[src/logic/tmr_pkg.sv]
// package for the sixteen-bit timer/counter: register map, field positions, reset values
// assumes a byte-wide register port and a single core clock
package tmr_pkg;
  localparam int unsigned ADDR_W        = 8;
  localparam logic [7:0]  ADDR_CNT_LO   = 8'h0e;
  localparam logic [7:0]  ADDR_CNT_HI   = 8'h0f;
  localparam logic [7:0]  ADDR_CTRL     = 8'h10;
  localparam logic [7:0]  ADDR_FLAG     = 8'h0c;
  localparam logic [7:0]  ADDR_IRQ_EN   = 8'h8c;
  localparam logic [7:0]  CTRL_RESET    = 8'h00;
  localparam logic [7:0]  CTRL_MASK     = 8'h3f;
  localparam int unsigned BIT_ON        = 0;
  localparam int unsigned BIT_CS        = 1;
  localparam int unsigned BIT_SYNC_DIS  = 2;
  localparam int unsigned BIT_OSC_EN    = 3;
  localparam int unsigned BIT_PS_LO     = 4;
  localparam int unsigned BIT_OVF       = 0;
  localparam int unsigned PS_W          = 2;
  localparam int unsigned PS_CNT_W      = 3;
  localparam logic [1:0]  QCNT_LAST     = 2'h3;
  localparam logic [1:0]  Q2_PHASE      = 2'h1;
  localparam logic [1:0]  Q4_PHASE      = 2'h3;
  localparam int unsigned INC_DELAY     = 2;

  typedef struct packed {
    logic [1:0] prescale_select;
    logic       low_power_osc_enable;
    logic       sync_disable_bit;
    logic       clock_source_select;
    logic       timer_on;
  } ctrl_s;

  typedef struct packed {
    logic [ADDR_W-1:0] addr;
    logic [7:0]        wdata;
    logic              wr;
    logic              rd;
  } bus_req_s;
endpackage

[src/logic/tmr_prescaler.sv]
// prescaler fed by the chosen external edge source
// assumes the source has been brought into the clk_i domain by the caller
module tmr_prescaler
  import tmr_pkg::*;
#(
  parameter int unsigned CNT_W = PS_CNT_W
) (
  input  wire logic            clk_i,
  input  wire logic            rst_i,
  input  wire logic            clear_i,
  input  wire logic [PS_W-1:0] select_i,
  input  wire logic            src_i,
  output logic                 out_o
);
  logic [CNT_W-1:0] div_q;
  logic             src_q;

  // a counter per rising edge; bit n toggles symmetrically, like a ripple stage
  always_ff @(posedge clk_i) begin
    if (rst_i || clear_i) begin
      div_q <= '0;
    end else if (src_i && !src_q) begin
      div_q <= div_q + CNT_W'(1);
    end
  end

  always_ff @(posedge clk_i) begin
    if (rst_i) begin
      src_q <= 1'b0;
    end else begin
      src_q <= src_i;
    end
  end

  always_comb begin
    case (select_i)
      2'h0:    out_o = src_i;
      2'h1:    out_o = div_q[0];
      2'h2:    out_o = div_q[1];
      default: out_o = div_q[2];
    endcase
  end
endmodule // tmr_prescaler

[src/logic/tmr_phase_sync.sv]
// samples the prescaler output on two quarter phases and flags a rising edge
// assumes the input is already metastability-safe in the clk_i domain
module tmr_phase_sync
  import tmr_pkg::*;
(
  input  wire logic clk_i,
  input  wire logic rst_i,
  input  wire logic enable_i,
  input  wire logic in_i,
  output logic      rise_o
);
  logic [1:0] phase_q;
  logic       samp_q;

  always_ff @(posedge clk_i) begin
    if (rst_i) begin
      phase_q <= '0;
    end else begin
      phase_q <= (phase_q == QCNT_LAST) ? 2'h0 : phase_q + 2'h1;
    end
  end

  // sampling only on q2 and q4 sets the min high and low time on the pin
  always_ff @(posedge clk_i) begin
    if (rst_i) begin
      samp_q <= 1'b0;
      rise_o <= 1'b0;
    end else begin
      rise_o <= 1'b0;
      if (enable_i && (phase_q == Q2_PHASE || phase_q == Q4_PHASE)) begin
        samp_q <= in_i;
        rise_o <= in_i && !samp_q;
      end
    end
  end
endmodule // tmr_phase_sync

[src/logic/timer_counter.sv]
// sixteen-bit timer/counter with prescaler, overflow flag and enable
// assumes a single-cycle register port on clk_i (25 MHz) and async pins
//
// Overview of operation
// - sixteen-bit count in two bytes, wraps
// - overflow sets sticky flag until software clears
// - interrupt request only while enable set
// - source bit clear counts instruction cycles
// - timer mode ignores sync control bit
// - counter mode: osc pin or clock pin
// - counts only while timer on set
// - compare unit input resets the count
// - osc enable forces both pins input
// - sync after prescaler when sync bit clear
// - synced mode in sleep: no increment
// - sample prescaler on second, fourth quarters
// - one to one passes input straight
// - other ratios divide with symmetric output
// - increment applied fixed delay after detection
// - power-on reset clears control; others keep
// - writing either count byte clears prescaler
// - async counter mode runs in sleep
module timer_counter
  import tmr_pkg::*;
#(
  parameter int unsigned CNT_W = 16
) (
  input  wire logic              clk_i,
  input  wire logic              rst_i,
  input  wire logic              por_i,
  input  wire logic              sleep_i,
  input  wire logic              compare_reset_i,
  input  wire logic [ADDR_W-1:0] addr_i,
  input  wire logic [7:0]        wdata_i,
  input  wire logic              wr_i,
  input  wire logic              rd_i,
  output logic      [7:0]        rdata_o,
  input  wire logic              osc_input_pin_i,
  input  wire logic              external_clock_pin_i,
  input  wire logic [1:0]        port_direction_bits_i,
  output logic      [1:0]        pin_oe_o,
  output logic                   irq_o,
  output logic                   overflow_flag_o
);
  bus_req_s         req;
  ctrl_s            ctrl_q;
  logic [CNT_W-1:0] count_q;
  logic             flag_q;
  logic             irq_en_q;
  logic [1:0]       osc_meta_q;
  logic [1:0]       ext_meta_q;
  logic             edge_src;
  logic             ps_out;
  logic             sync_rise;
  logic             async_rise;
  logic             ps_q;
  logic [INC_DELAY-1:0] inc_pipe_q;
  logic             inc_now;
  logic             inc_gate;
  logic             cnt_wr;
  logic             wrap;
  logic [1:0]       quarter_q;
  logic             instr_tick;

  assign req = '{addr: addr_i, wdata: wdata_i, wr: wr_i, rd: rd_i};

  // two-flop synchronisers for both pins
  always_ff @(posedge clk_i) begin
    if (rst_i) begin
      osc_meta_q <= '0;
      ext_meta_q <= '0;
    end else begin
      osc_meta_q <= {osc_meta_q[0], osc_input_pin_i};
      ext_meta_q <= {ext_meta_q[0], external_clock_pin_i};
    end
  end

  assign edge_src = ctrl_q.low_power_osc_enable ? osc_meta_q[1] : ext_meta_q[1];
  assign cnt_wr   = req.wr && (req.addr == ADDR_CNT_LO || req.addr == ADDR_CNT_HI);

  tmr_prescaler #(
    .CNT_W (PS_CNT_W)
  ) u_ps (
    .clk_i    (clk_i),
    .rst_i    (rst_i),
    .clear_i  (cnt_wr),
    .select_i (ctrl_q.prescale_select),
    .src_i    (edge_src),
    .out_o    (ps_out)
  );

  // prescaler keeps running in sleep; only the synchroniser is gated
  tmr_phase_sync u_sync (
    .clk_i    (clk_i),
    .rst_i    (rst_i),
    .enable_i (!sleep_i),
    .in_i     (ps_out),
    .rise_o   (sync_rise)
  );

  // async mode takes the prescaler edge without phase sampling, also in sleep
  always_ff @(posedge clk_i) begin
    if (rst_i) begin
      ps_q <= 1'b0;
    end else begin
      ps_q <= ps_out;
    end
  end
  assign async_rise = ps_out && !ps_q;

  // instruction cycle is four core clocks
  always_ff @(posedge clk_i) begin
    if (rst_i) begin
      quarter_q <= '0;
    end else begin
      quarter_q <= (quarter_q == QCNT_LAST) ? 2'h0 : quarter_q + 2'h1;
    end
  end
  assign instr_tick = (quarter_q == QCNT_LAST) && !sleep_i;

  always_comb begin
    if (!ctrl_q.clock_source_select) begin
      inc_gate = instr_tick;
    end else if (ctrl_q.sync_disable_bit) begin
      inc_gate = async_rise;
    end else begin
      inc_gate = sync_rise;
    end
  end

  // increment lands a fixed delay after the edge is seen
  always_ff @(posedge clk_i) begin
    if (rst_i) begin
      inc_pipe_q <= '0;
    end else begin
      inc_pipe_q <= {inc_pipe_q[INC_DELAY-2:0], inc_gate && ctrl_q.timer_on};
    end
  end
  assign inc_now = inc_pipe_q[INC_DELAY-1] && ctrl_q.timer_on;
  assign wrap    = inc_now && (count_q == '1) && !cnt_wr && !compare_reset_i;

  // count is not cleared by rst_i: it keeps its value through device resets
  always_ff @(posedge clk_i) begin
    if (req.wr && req.addr == ADDR_CNT_LO) begin
      count_q[7:0] <= req.wdata;
    end else if (req.wr && req.addr == ADDR_CNT_HI) begin
      count_q[CNT_W-1:8] <= req.wdata;
    end else if (compare_reset_i) begin
      count_q <= '0;
    end else if (inc_now) begin
      count_q <= count_q + CNT_W'(1);
    end
  end

  always_ff @(posedge clk_i) begin
    if (por_i) begin
      ctrl_q <= ctrl_s'(CTRL_RESET[5:0]);
    end else if (req.wr && req.addr == ADDR_CTRL) begin
      ctrl_q <= ctrl_s'(req.wdata[5:0] & CTRL_MASK[5:0]);
    end
  end

  // set wins over a coinciding software clear
  always_ff @(posedge clk_i) begin
    if (rst_i) begin
      flag_q <= 1'b0;
    end else if (wrap) begin
      flag_q <= 1'b1;
    end else if (req.wr && req.addr == ADDR_FLAG) begin
      flag_q <= req.wdata[BIT_OVF];
    end
  end

  always_ff @(posedge clk_i) begin
    if (rst_i) begin
      irq_en_q <= 1'b0;
    end else if (req.wr && req.addr == ADDR_IRQ_EN) begin
      irq_en_q <= req.wdata[BIT_OVF];
    end
  end

  assign irq_o           = flag_q && irq_en_q;
  assign overflow_flag_o = flag_q;
  assign pin_oe_o = ctrl_q.low_power_osc_enable ? 2'h0 : ~port_direction_bits_i;

  always_ff @(posedge clk_i) begin
    if (rst_i) begin
      rdata_o <= '0;
    end else if (req.rd) begin
      case (req.addr)
        ADDR_CNT_LO: rdata_o <= count_q[7:0];
        ADDR_CNT_HI: rdata_o <= count_q[CNT_W-1:8];
        ADDR_CTRL:   rdata_o <= {2'h0, ctrl_q};
        ADDR_FLAG:   rdata_o <= {7'h00, flag_q};
        ADDR_IRQ_EN: rdata_o <= {7'h00, irq_en_q};
        default:     rdata_o <= '0;
      endcase
    end else begin
      rdata_o <= '0;
    end
  end
endmodule // timer_counter

[config.mk]
export PLATFORM = sky130hd
export DESIGN_NAME = timer_counter
export DESIGN_NICKNAME = d
export VERILOG_FILES = /design/src/logic/tmr_pkg.sv /design/src/logic/tmr_prescaler.sv /design/src/logic/tmr_phase_sync.sv /design/src/logic/timer_counter.sv
export SDC_FILE = /design/constraint.sdc
export NUM_CORES = 1
export LEC_CHECK = 0
export BUFFER_PORTS_ARGS = -buffer_cell sky130_fd_sc_hd__buf_2
export CAP_MARGIN = 20
export CORE_UTILIZATION = 35
export DETAILED_ROUTE_END_ITERATION = 7
export PLACE_DENSITY_LB_ADDON = 0.05
export SLEW_MARGIN = 15
export SYNTH_ARGS = -nofsm -noshare
export SYNTH_HDL_FRONTEND = slang
export SYNTH_SLANG_ARGS = --single-unit
[constraint.sdc]
create_clock -name clk_i -period 2.9 [get_ports clk_i]
set_input_delay 0.435 -clock clk_i [delete_from_list [all_inputs] [get_ports clk_i]]
set_output_delay 0.435 -clock clk_i [all_outputs]
set_load 0.02 [all_outputs]
Word-level counts from Yosys, hierarchy flattened
Cells that the tools add are included.
{"block": "totals", "elab_cells": 89, "output_inout_bits": 12, "reg_bits": 49}
{"block": "classes", "bitwise_logic": 4, "muxes": 13, "reduce_logical": 36, "addsub": 4, "n_eq_ne": 12}
{"op": "case mux 8 bit (5 select lines)", "n": 1}
{"op": "2-to-1 mux 16 bit", "n": 2}
{"op": "== test 8 x 4 -> 1 bit (second input constant)", "n": 3}
{"op": "2-to-1 mux 8 bit", "n": 3}
{"op": "logical AND 1 bit", "n": 17}
{"op": "adder 16 x 1 -> 16 bit (second input constant)", "n": 1}
{"op": "== test 16 bit (second input constant)", "n": 1}
{"op": "== test 8 x 5 -> 1 bit (second input constant)", "n": 1}
{"op": "== test 8 bit (second input constant)", "n": 1}
{"op": "OR reduction 2 bit", "n": 4}
{"op": "== test 2 bit (second input constant)", "n": 3}
{"op": "logical NOT 1 bit", "n": 6}
{"op": "nonzero test 3 bit", "n": 2}
{"op": "2-to-1 mux 1 bit", "n": 5}
{"op": "adder 2 x 1 -> 2 bit (second input constant)", "n": 2}
{"op": "== test 2 x 1 -> 1 bit (second input constant)", "n": 2}
{"op": "AND reduction 2 bit", "n": 2}
{"op": "adder 3 x 1 -> 3 bit (second input constant)", "n": 1}
{"op": "logical OR 1 bit", "n": 3}
{"op": "NOT 1 bit", "n": 3}
{"op": "case mux 1 bit (3 select lines)", "n": 1}
{"op": "logical NOT 2 bit", "n": 1}
{"op": "2-to-1 mux 2 bit", "n": 1}
{"op": "inequality test 2 bit (second input constant)", "n": 1}
{"op": "other kinds (2)", "n": 2}

Logic depth before layout (Yosys ltp)
{"block": "logic_depth", "depth_word": 7, "ltp_mapped": 6, "mapped_depth_nobuf": 5}

Cells and area by module
Synthesis repeated with hierarchy kept, for this count alone.
{"block": "unflattened", "cells_unflattened": 244, "area_unflattened_um2": 2442.3}
{"mod": "timer_counter", "instances": 1, "cells_per_inst": 215, "area_per_inst_um2": 2099.5}
{"mod": "tmr_prescaler", "instances": 1, "cells_per_inst": 15, "area_per_inst_um2": 180.2}
{"mod": "tmr_phase_sync", "instances": 1, "cells_per_inst": 14, "area_per_inst_um2": 162.7}

Worst setup path before layout
Ideal clock, no wire load.
{"block": "synth_timing", "kind": "input to register", "from": "input port addr_i[5]", "to": "register count_q[10], enable pin", "arrival_time_ns": 1.885, "setup_slack_ns": 0.645, "n_path_buf": 0, "setup_time_ns": 0.370, "cell_stages": 4, "cell_sequence": "or4b_4 nor3_1 a211oi_1 nor2_1"}
{"block": "synth_via", "elab_chain_len": 4}
{"element": "from (decl)", "line_no": "timer_counter.sv:33", "text": "input wire logic [ADDR_W-1:0] addr_i,"}
{"element": "== test 8 x 4 -> 1 bit (on tied branches)", "line_no": "timer_counter.sv:146, timer_counter.sv:144"}
{"element": "logical AND 1 bit (on tied branches)", "line_no": "timer_counter.sv:146, timer_counter.sv:144"}
{"element": "nonzero test 3 bit (no source line) / NOT 1 bit (equally long branches)"}
{"element": "AND reduction 2 bit (no source line) *"}
{"element": "to (signal, indexed assignment)", "line_no": "timer_counter.sv:147", "text": "count_q[CNT_W-1:8] <= req.wdata;"}
{"element": "to (signal assigned)", "line_no": "timer_counter.sv:151", "text": "count_q <= count_q + CNT_W'(1);"}
{"element": "to (decl)", "line_no": "timer_counter.sv:47", "text": "logic [CNT_W-1:0] count_q;"}
Every way passes the cells marked *; elsewhere a longest branch is shown, timed or not.
A chain may end at the register's enable or synchronous reset.

Worst setup path after layout
{"block": "layout_timing", "from": "input port addr_i[7]", "to": "register count_q[15], data pin"}
{"block": "layout_via", "elab_chain_len": 3}
{"element": "== test 8 x 4 -> 1 bit", "line_no": "timer_counter.sv:146", "text": "end else if (req.wr && req.addr == ADDR_CNT_HI) begin"}
{"element": "logical AND 1 bit", "line_no": "timer_counter.sv:146"}
{"element": "2-to-1 mux 8 bit", "line_no": "timer_counter.sv:146"}
No other way between the ends.

==> reports/metrics.cfg <==
[status]
outcome=finished clean

[power]
peak_supply_drop_v=0.000198
p_int_w=0.000969
combinationalPowerShare=0.100
p_leak_nw=1.04
clock_power_share=0.319
share_seq_of_total_power=0.580
switching_share=0.265
power_density_mw_per_mm2=475
power_switching_w=0.000350

[detailed_routing]
postRouteAntennaNets=0
avgRoutedWirePerCell_um=16.7
drc_errors=0
drt_pre_antenna_iters=6
vias=1948
route.detailed.vias_per_inst=5.32
wirelength_mm=6.11
drtIter0Drc=131

[grt]
track_usage=0.178
gr-max-usage-layer=met2
grt_first_pass_wirelength_mm=9.56
use_met2=0.265
grt.overflow.total=0
grt_start_max_net_pins=20
via_count_of_the_first_global_routing_pass=1747
met1_track_usage_gr=0.254
antenna_found_initial=0
global_route_track_usage_on_met3=0.0506

[placed_design]
dpl.hpwl_mm=4.54
preCtsSetupSlack_ns=0.554
gp_congestion=0.875
portBuffers=38

[critical_path]
cpLargestDelayFamily=simple AND/OR/NAND/NOR gates
cp-start-kind=input port
crit_chain=buf_2 -> or4b_4 -> nor3_4 -> and4b_1 -> a211o_1
worstReg2RegEnd=count_q[15]$_DFFE_PP_
critPathCaptureType=flop
path_buf_inv=1
crit_path_max_fanout=13
timing.reg2reg.worst_path_depth=4
crit_arrival_ns=2.08
path_class=in2reg
required_ns=2.96
critical_path.reg2reg.startpoint=count_q[3]$_DFFE_PP_
regToRegSetupSlack_ns=0.90
critical_path.max_stage_delay_ns=0.59
crit_path_top_delay_cell=or4b_4

[sta]
setup_repair_after_global_routing_missed_its_margin=false
final_hold_viol_count=0
final.period_utilization=0.695
layout_min_cycle_time_ns=2.02
timing_worst_slew_pin_value_ns=0.492
finalMaxSlewViolations=0
max-slew-margin-rel=0.669
achievable-frequency_ghz=0.496
final.setup.tns_ns=0
setup-violations-final=0
setup_slack_after_layout_ns=0.884
finalClockSkew_ns=0.00881

[finish]
syn_to_final_growth_pct=14.6
antennaDiodeCount=0
share_of_cells_above_drive_strength_1=0.218
fillCellCount=660
nets=320
final_util=0.427

[hold_path]
hold-path-endpoint=osc_meta_q[0]$_SDFF_PP0_
hold_path.class=in2reg
hold_path.startpoint=osc_input_pin_i
min_path_cells=2

[clock_network]
cts_inserted_buffers=5
post-cts-setup-buffers=0
clock_insertion_delay_worst_skew_ns=0.31
tritoncts=built
cts_hold_repair.buffers=0
clock_root_buffer=clkbuf_8
numClockSinks=49
clk_pin_slew_ns=0.10
cts-resized-gates=0
number_of_buffers_on_the_longest_clock_path=2
htree_num_levels=2

[synthesis]
ys_top_cells_by_area=dfxtp_1, edfxtp_1, mux2i_1
synth.cell_area_mm2=0.00242
ys_warn_count=0
postSynth.topFlopCell=dfxtp_1
number_of_synthesized_flops_with_an_enable_pin=16
post-synth-top-area-fraction=0.273
synth_async_sr_flop_share=0
synth.avg_cell_area_um2=9.72
synth_cell_type_count=46
mappedNetlistNets=281
netlist_instances=249
postSynthRegisterBits=49
synth_largest_area_cell=dfxtp_1
fraction_of_the_yosys_area_taken_by_sequential_cells=0.471

[floorplan]
std_cell_rows=29
die_x_um=85.2
initial_core_util=0.373
core_footprint_mm2=0.00649
fp.dieH_um=85.2
dieArea_mm2=0.00725
ios=39

[flow_run]
drv_cap=0

layer usage:
layer  routed length, um  part of all wire
met3                 437             0.072
met5                   0                 0
met2                2590              0.42
met4                  59            0.0097
met1                3020              0.49
final cells by class:
type                    count  area, um^2  share of cell area
clock buffers               6        72.6              0.0262
clock inverters             2        12.5             0.00451
inverters                   7        26.3             0.00947
multi-input cells         183        1200               0.434
flip-flops and latches     49        1140               0.411
well taps                  77        96.3              0.0347
repair buffers             42         220              0.0794
flip-flops by register name, indices dropped and copies added (netlist names), 2 cells and up:
name / count
ext_meta_q: 2
u_ps.div_q: 3
quarter_q: 2
inc_pipe_q: 2
osc_meta_q: 2
count_q: 16
ctrl_q: 6
u_sync.phase_q: 2
rdata_o: 8
stage by stage:
stage | hold WS [ns] | std cells | instance area (um^2) | power, W
after floorplan | 0.398 | 249 | 2420 | 0.000854
after global placement | 0.411 | 358 | 2690 | 0.000912
after detailed placement | 0.412 | 358 | 2690 | 0.000913
after CTS | 0.335 | 366 | 2770 | 0.00133
after global routing | 0.336 | 366 | 2770 | 0.00137
final | 0.330 | 366 | 2770 | 0.00132
worst register-to-register path, stage by stage, from the launching register on:
cell and delay (ns):
edfxtp_1 0.48, nand4_1 0.40, nor3_1 0.42, a2111oi_0 0.17, a211o_1 0.29
worst max-delay path by stage:
stage,start,end,depth (start not counted)
after CTS,addr_i[7],count_q[15]$_DFFE_PP_,5
after floorplan,addr_i[5],count_q[10]$_DFFE_PP_,4
after global routing,count_q[3]$_DFFE_PP_,count_q[15]$_DFFE_PP_,4
final,addr_i[7],count_q[15]$_DFFE_PP_,5
after global placement,addr_i[7],count_q[15]$_DFFE_PP_,5
after detailed placement,addr_i[7],count_q[15]$_DFFE_PP_,5
synthesized netlist by cell type (all sizes together), types with 2 or more instances:
cell and count:
nor3 13, nand2b 3, a21oi 7, a22oi 5, or4b 2, dfxtp 33
ha 5, xnor2 9, or3 2, mux2 6, mux2i 10, nor2b 9
inv 7, nor2 26, o21ai 10, nand3b 2, buf 5, nand3 12
clkbuf 5, o31ai 4, nand2 24, a22o 3, nor4 6, edfxtp 16
nand4 3, xor2 5, nor3b 3
power groups by stage:
| stage | Sequential, W | Clock, W | Combinational [W] |
|---|---|---|---|
| after floorplan | 0.000770 | 0 | 0.0000844 |
| after global placement | 0.000780 | 0 | 0.000131 |
| after detailed placement | 0.000781 | 0 | 0.000133 |
| after CTS | 0.000765 | 0.000430 | 0.000133 |
| after global routing | 0.000769 | 0.000454 | 0.000148 |
| final | 0.000765 | 0.000421 | 0.000132 |
cells by family (layout without fill, tap and decap cells):
| family | count (synthesis) | count (layout) | synth area share |
|---|---|---|---|
| flops | 49 | 49 | 0.471 |
| simple gates | 110 | 110 | 0.241 |
| compound gates | 37 | 37 | 0.101 |
| fa+ha+maj | 5 | 5 | 0.0258 |
| xor+xnor | 14 | 14 | 0.0506 |
| buf+inv | 17 | 57 | 0.0310 |
| mux | 17 | 17 | 0.0786 |
placed cells by master, fill, tap and decap left out, types with 2 or more instances in the layout:
master / Yosys / final
nand3_1: 12 / 12
nor4_1: 6 / 6
buf_4: 2 / 4
inv_4: 0 / 2
buf_2: 3 / 38
nor3_4: 2 / 2
nand2_1: 24 / 24
nor2b_1: 9 / 9
xor2_1: 5 / 5
mux2i_1: 10 / 10
or3_1: 2 / 2
mux2_2: 6 / 6
o31ai_1: 4 / 4
nor3b_1: 3 / 3
nor3_1: 11 / 11
edfxtp_1: 16 / 16
nor2_1: 25 / 25
ha_1: 5 / 5
a22oi_1: 5 / 5
dfxtp_1: 33 / 33
xnor2_1: 9 / 9
a22o_1: 3 / 3
inv_1: 7 / 7
a21oi_1: 7 / 7
nand4_1: 3 / 3
nand3b_1: 2 / 2
nand2b_1: 3 / 3
o21ai_0: 9 / 9
clkbuf_8: 0 / 5
Power figures use the tool's default switching activity.
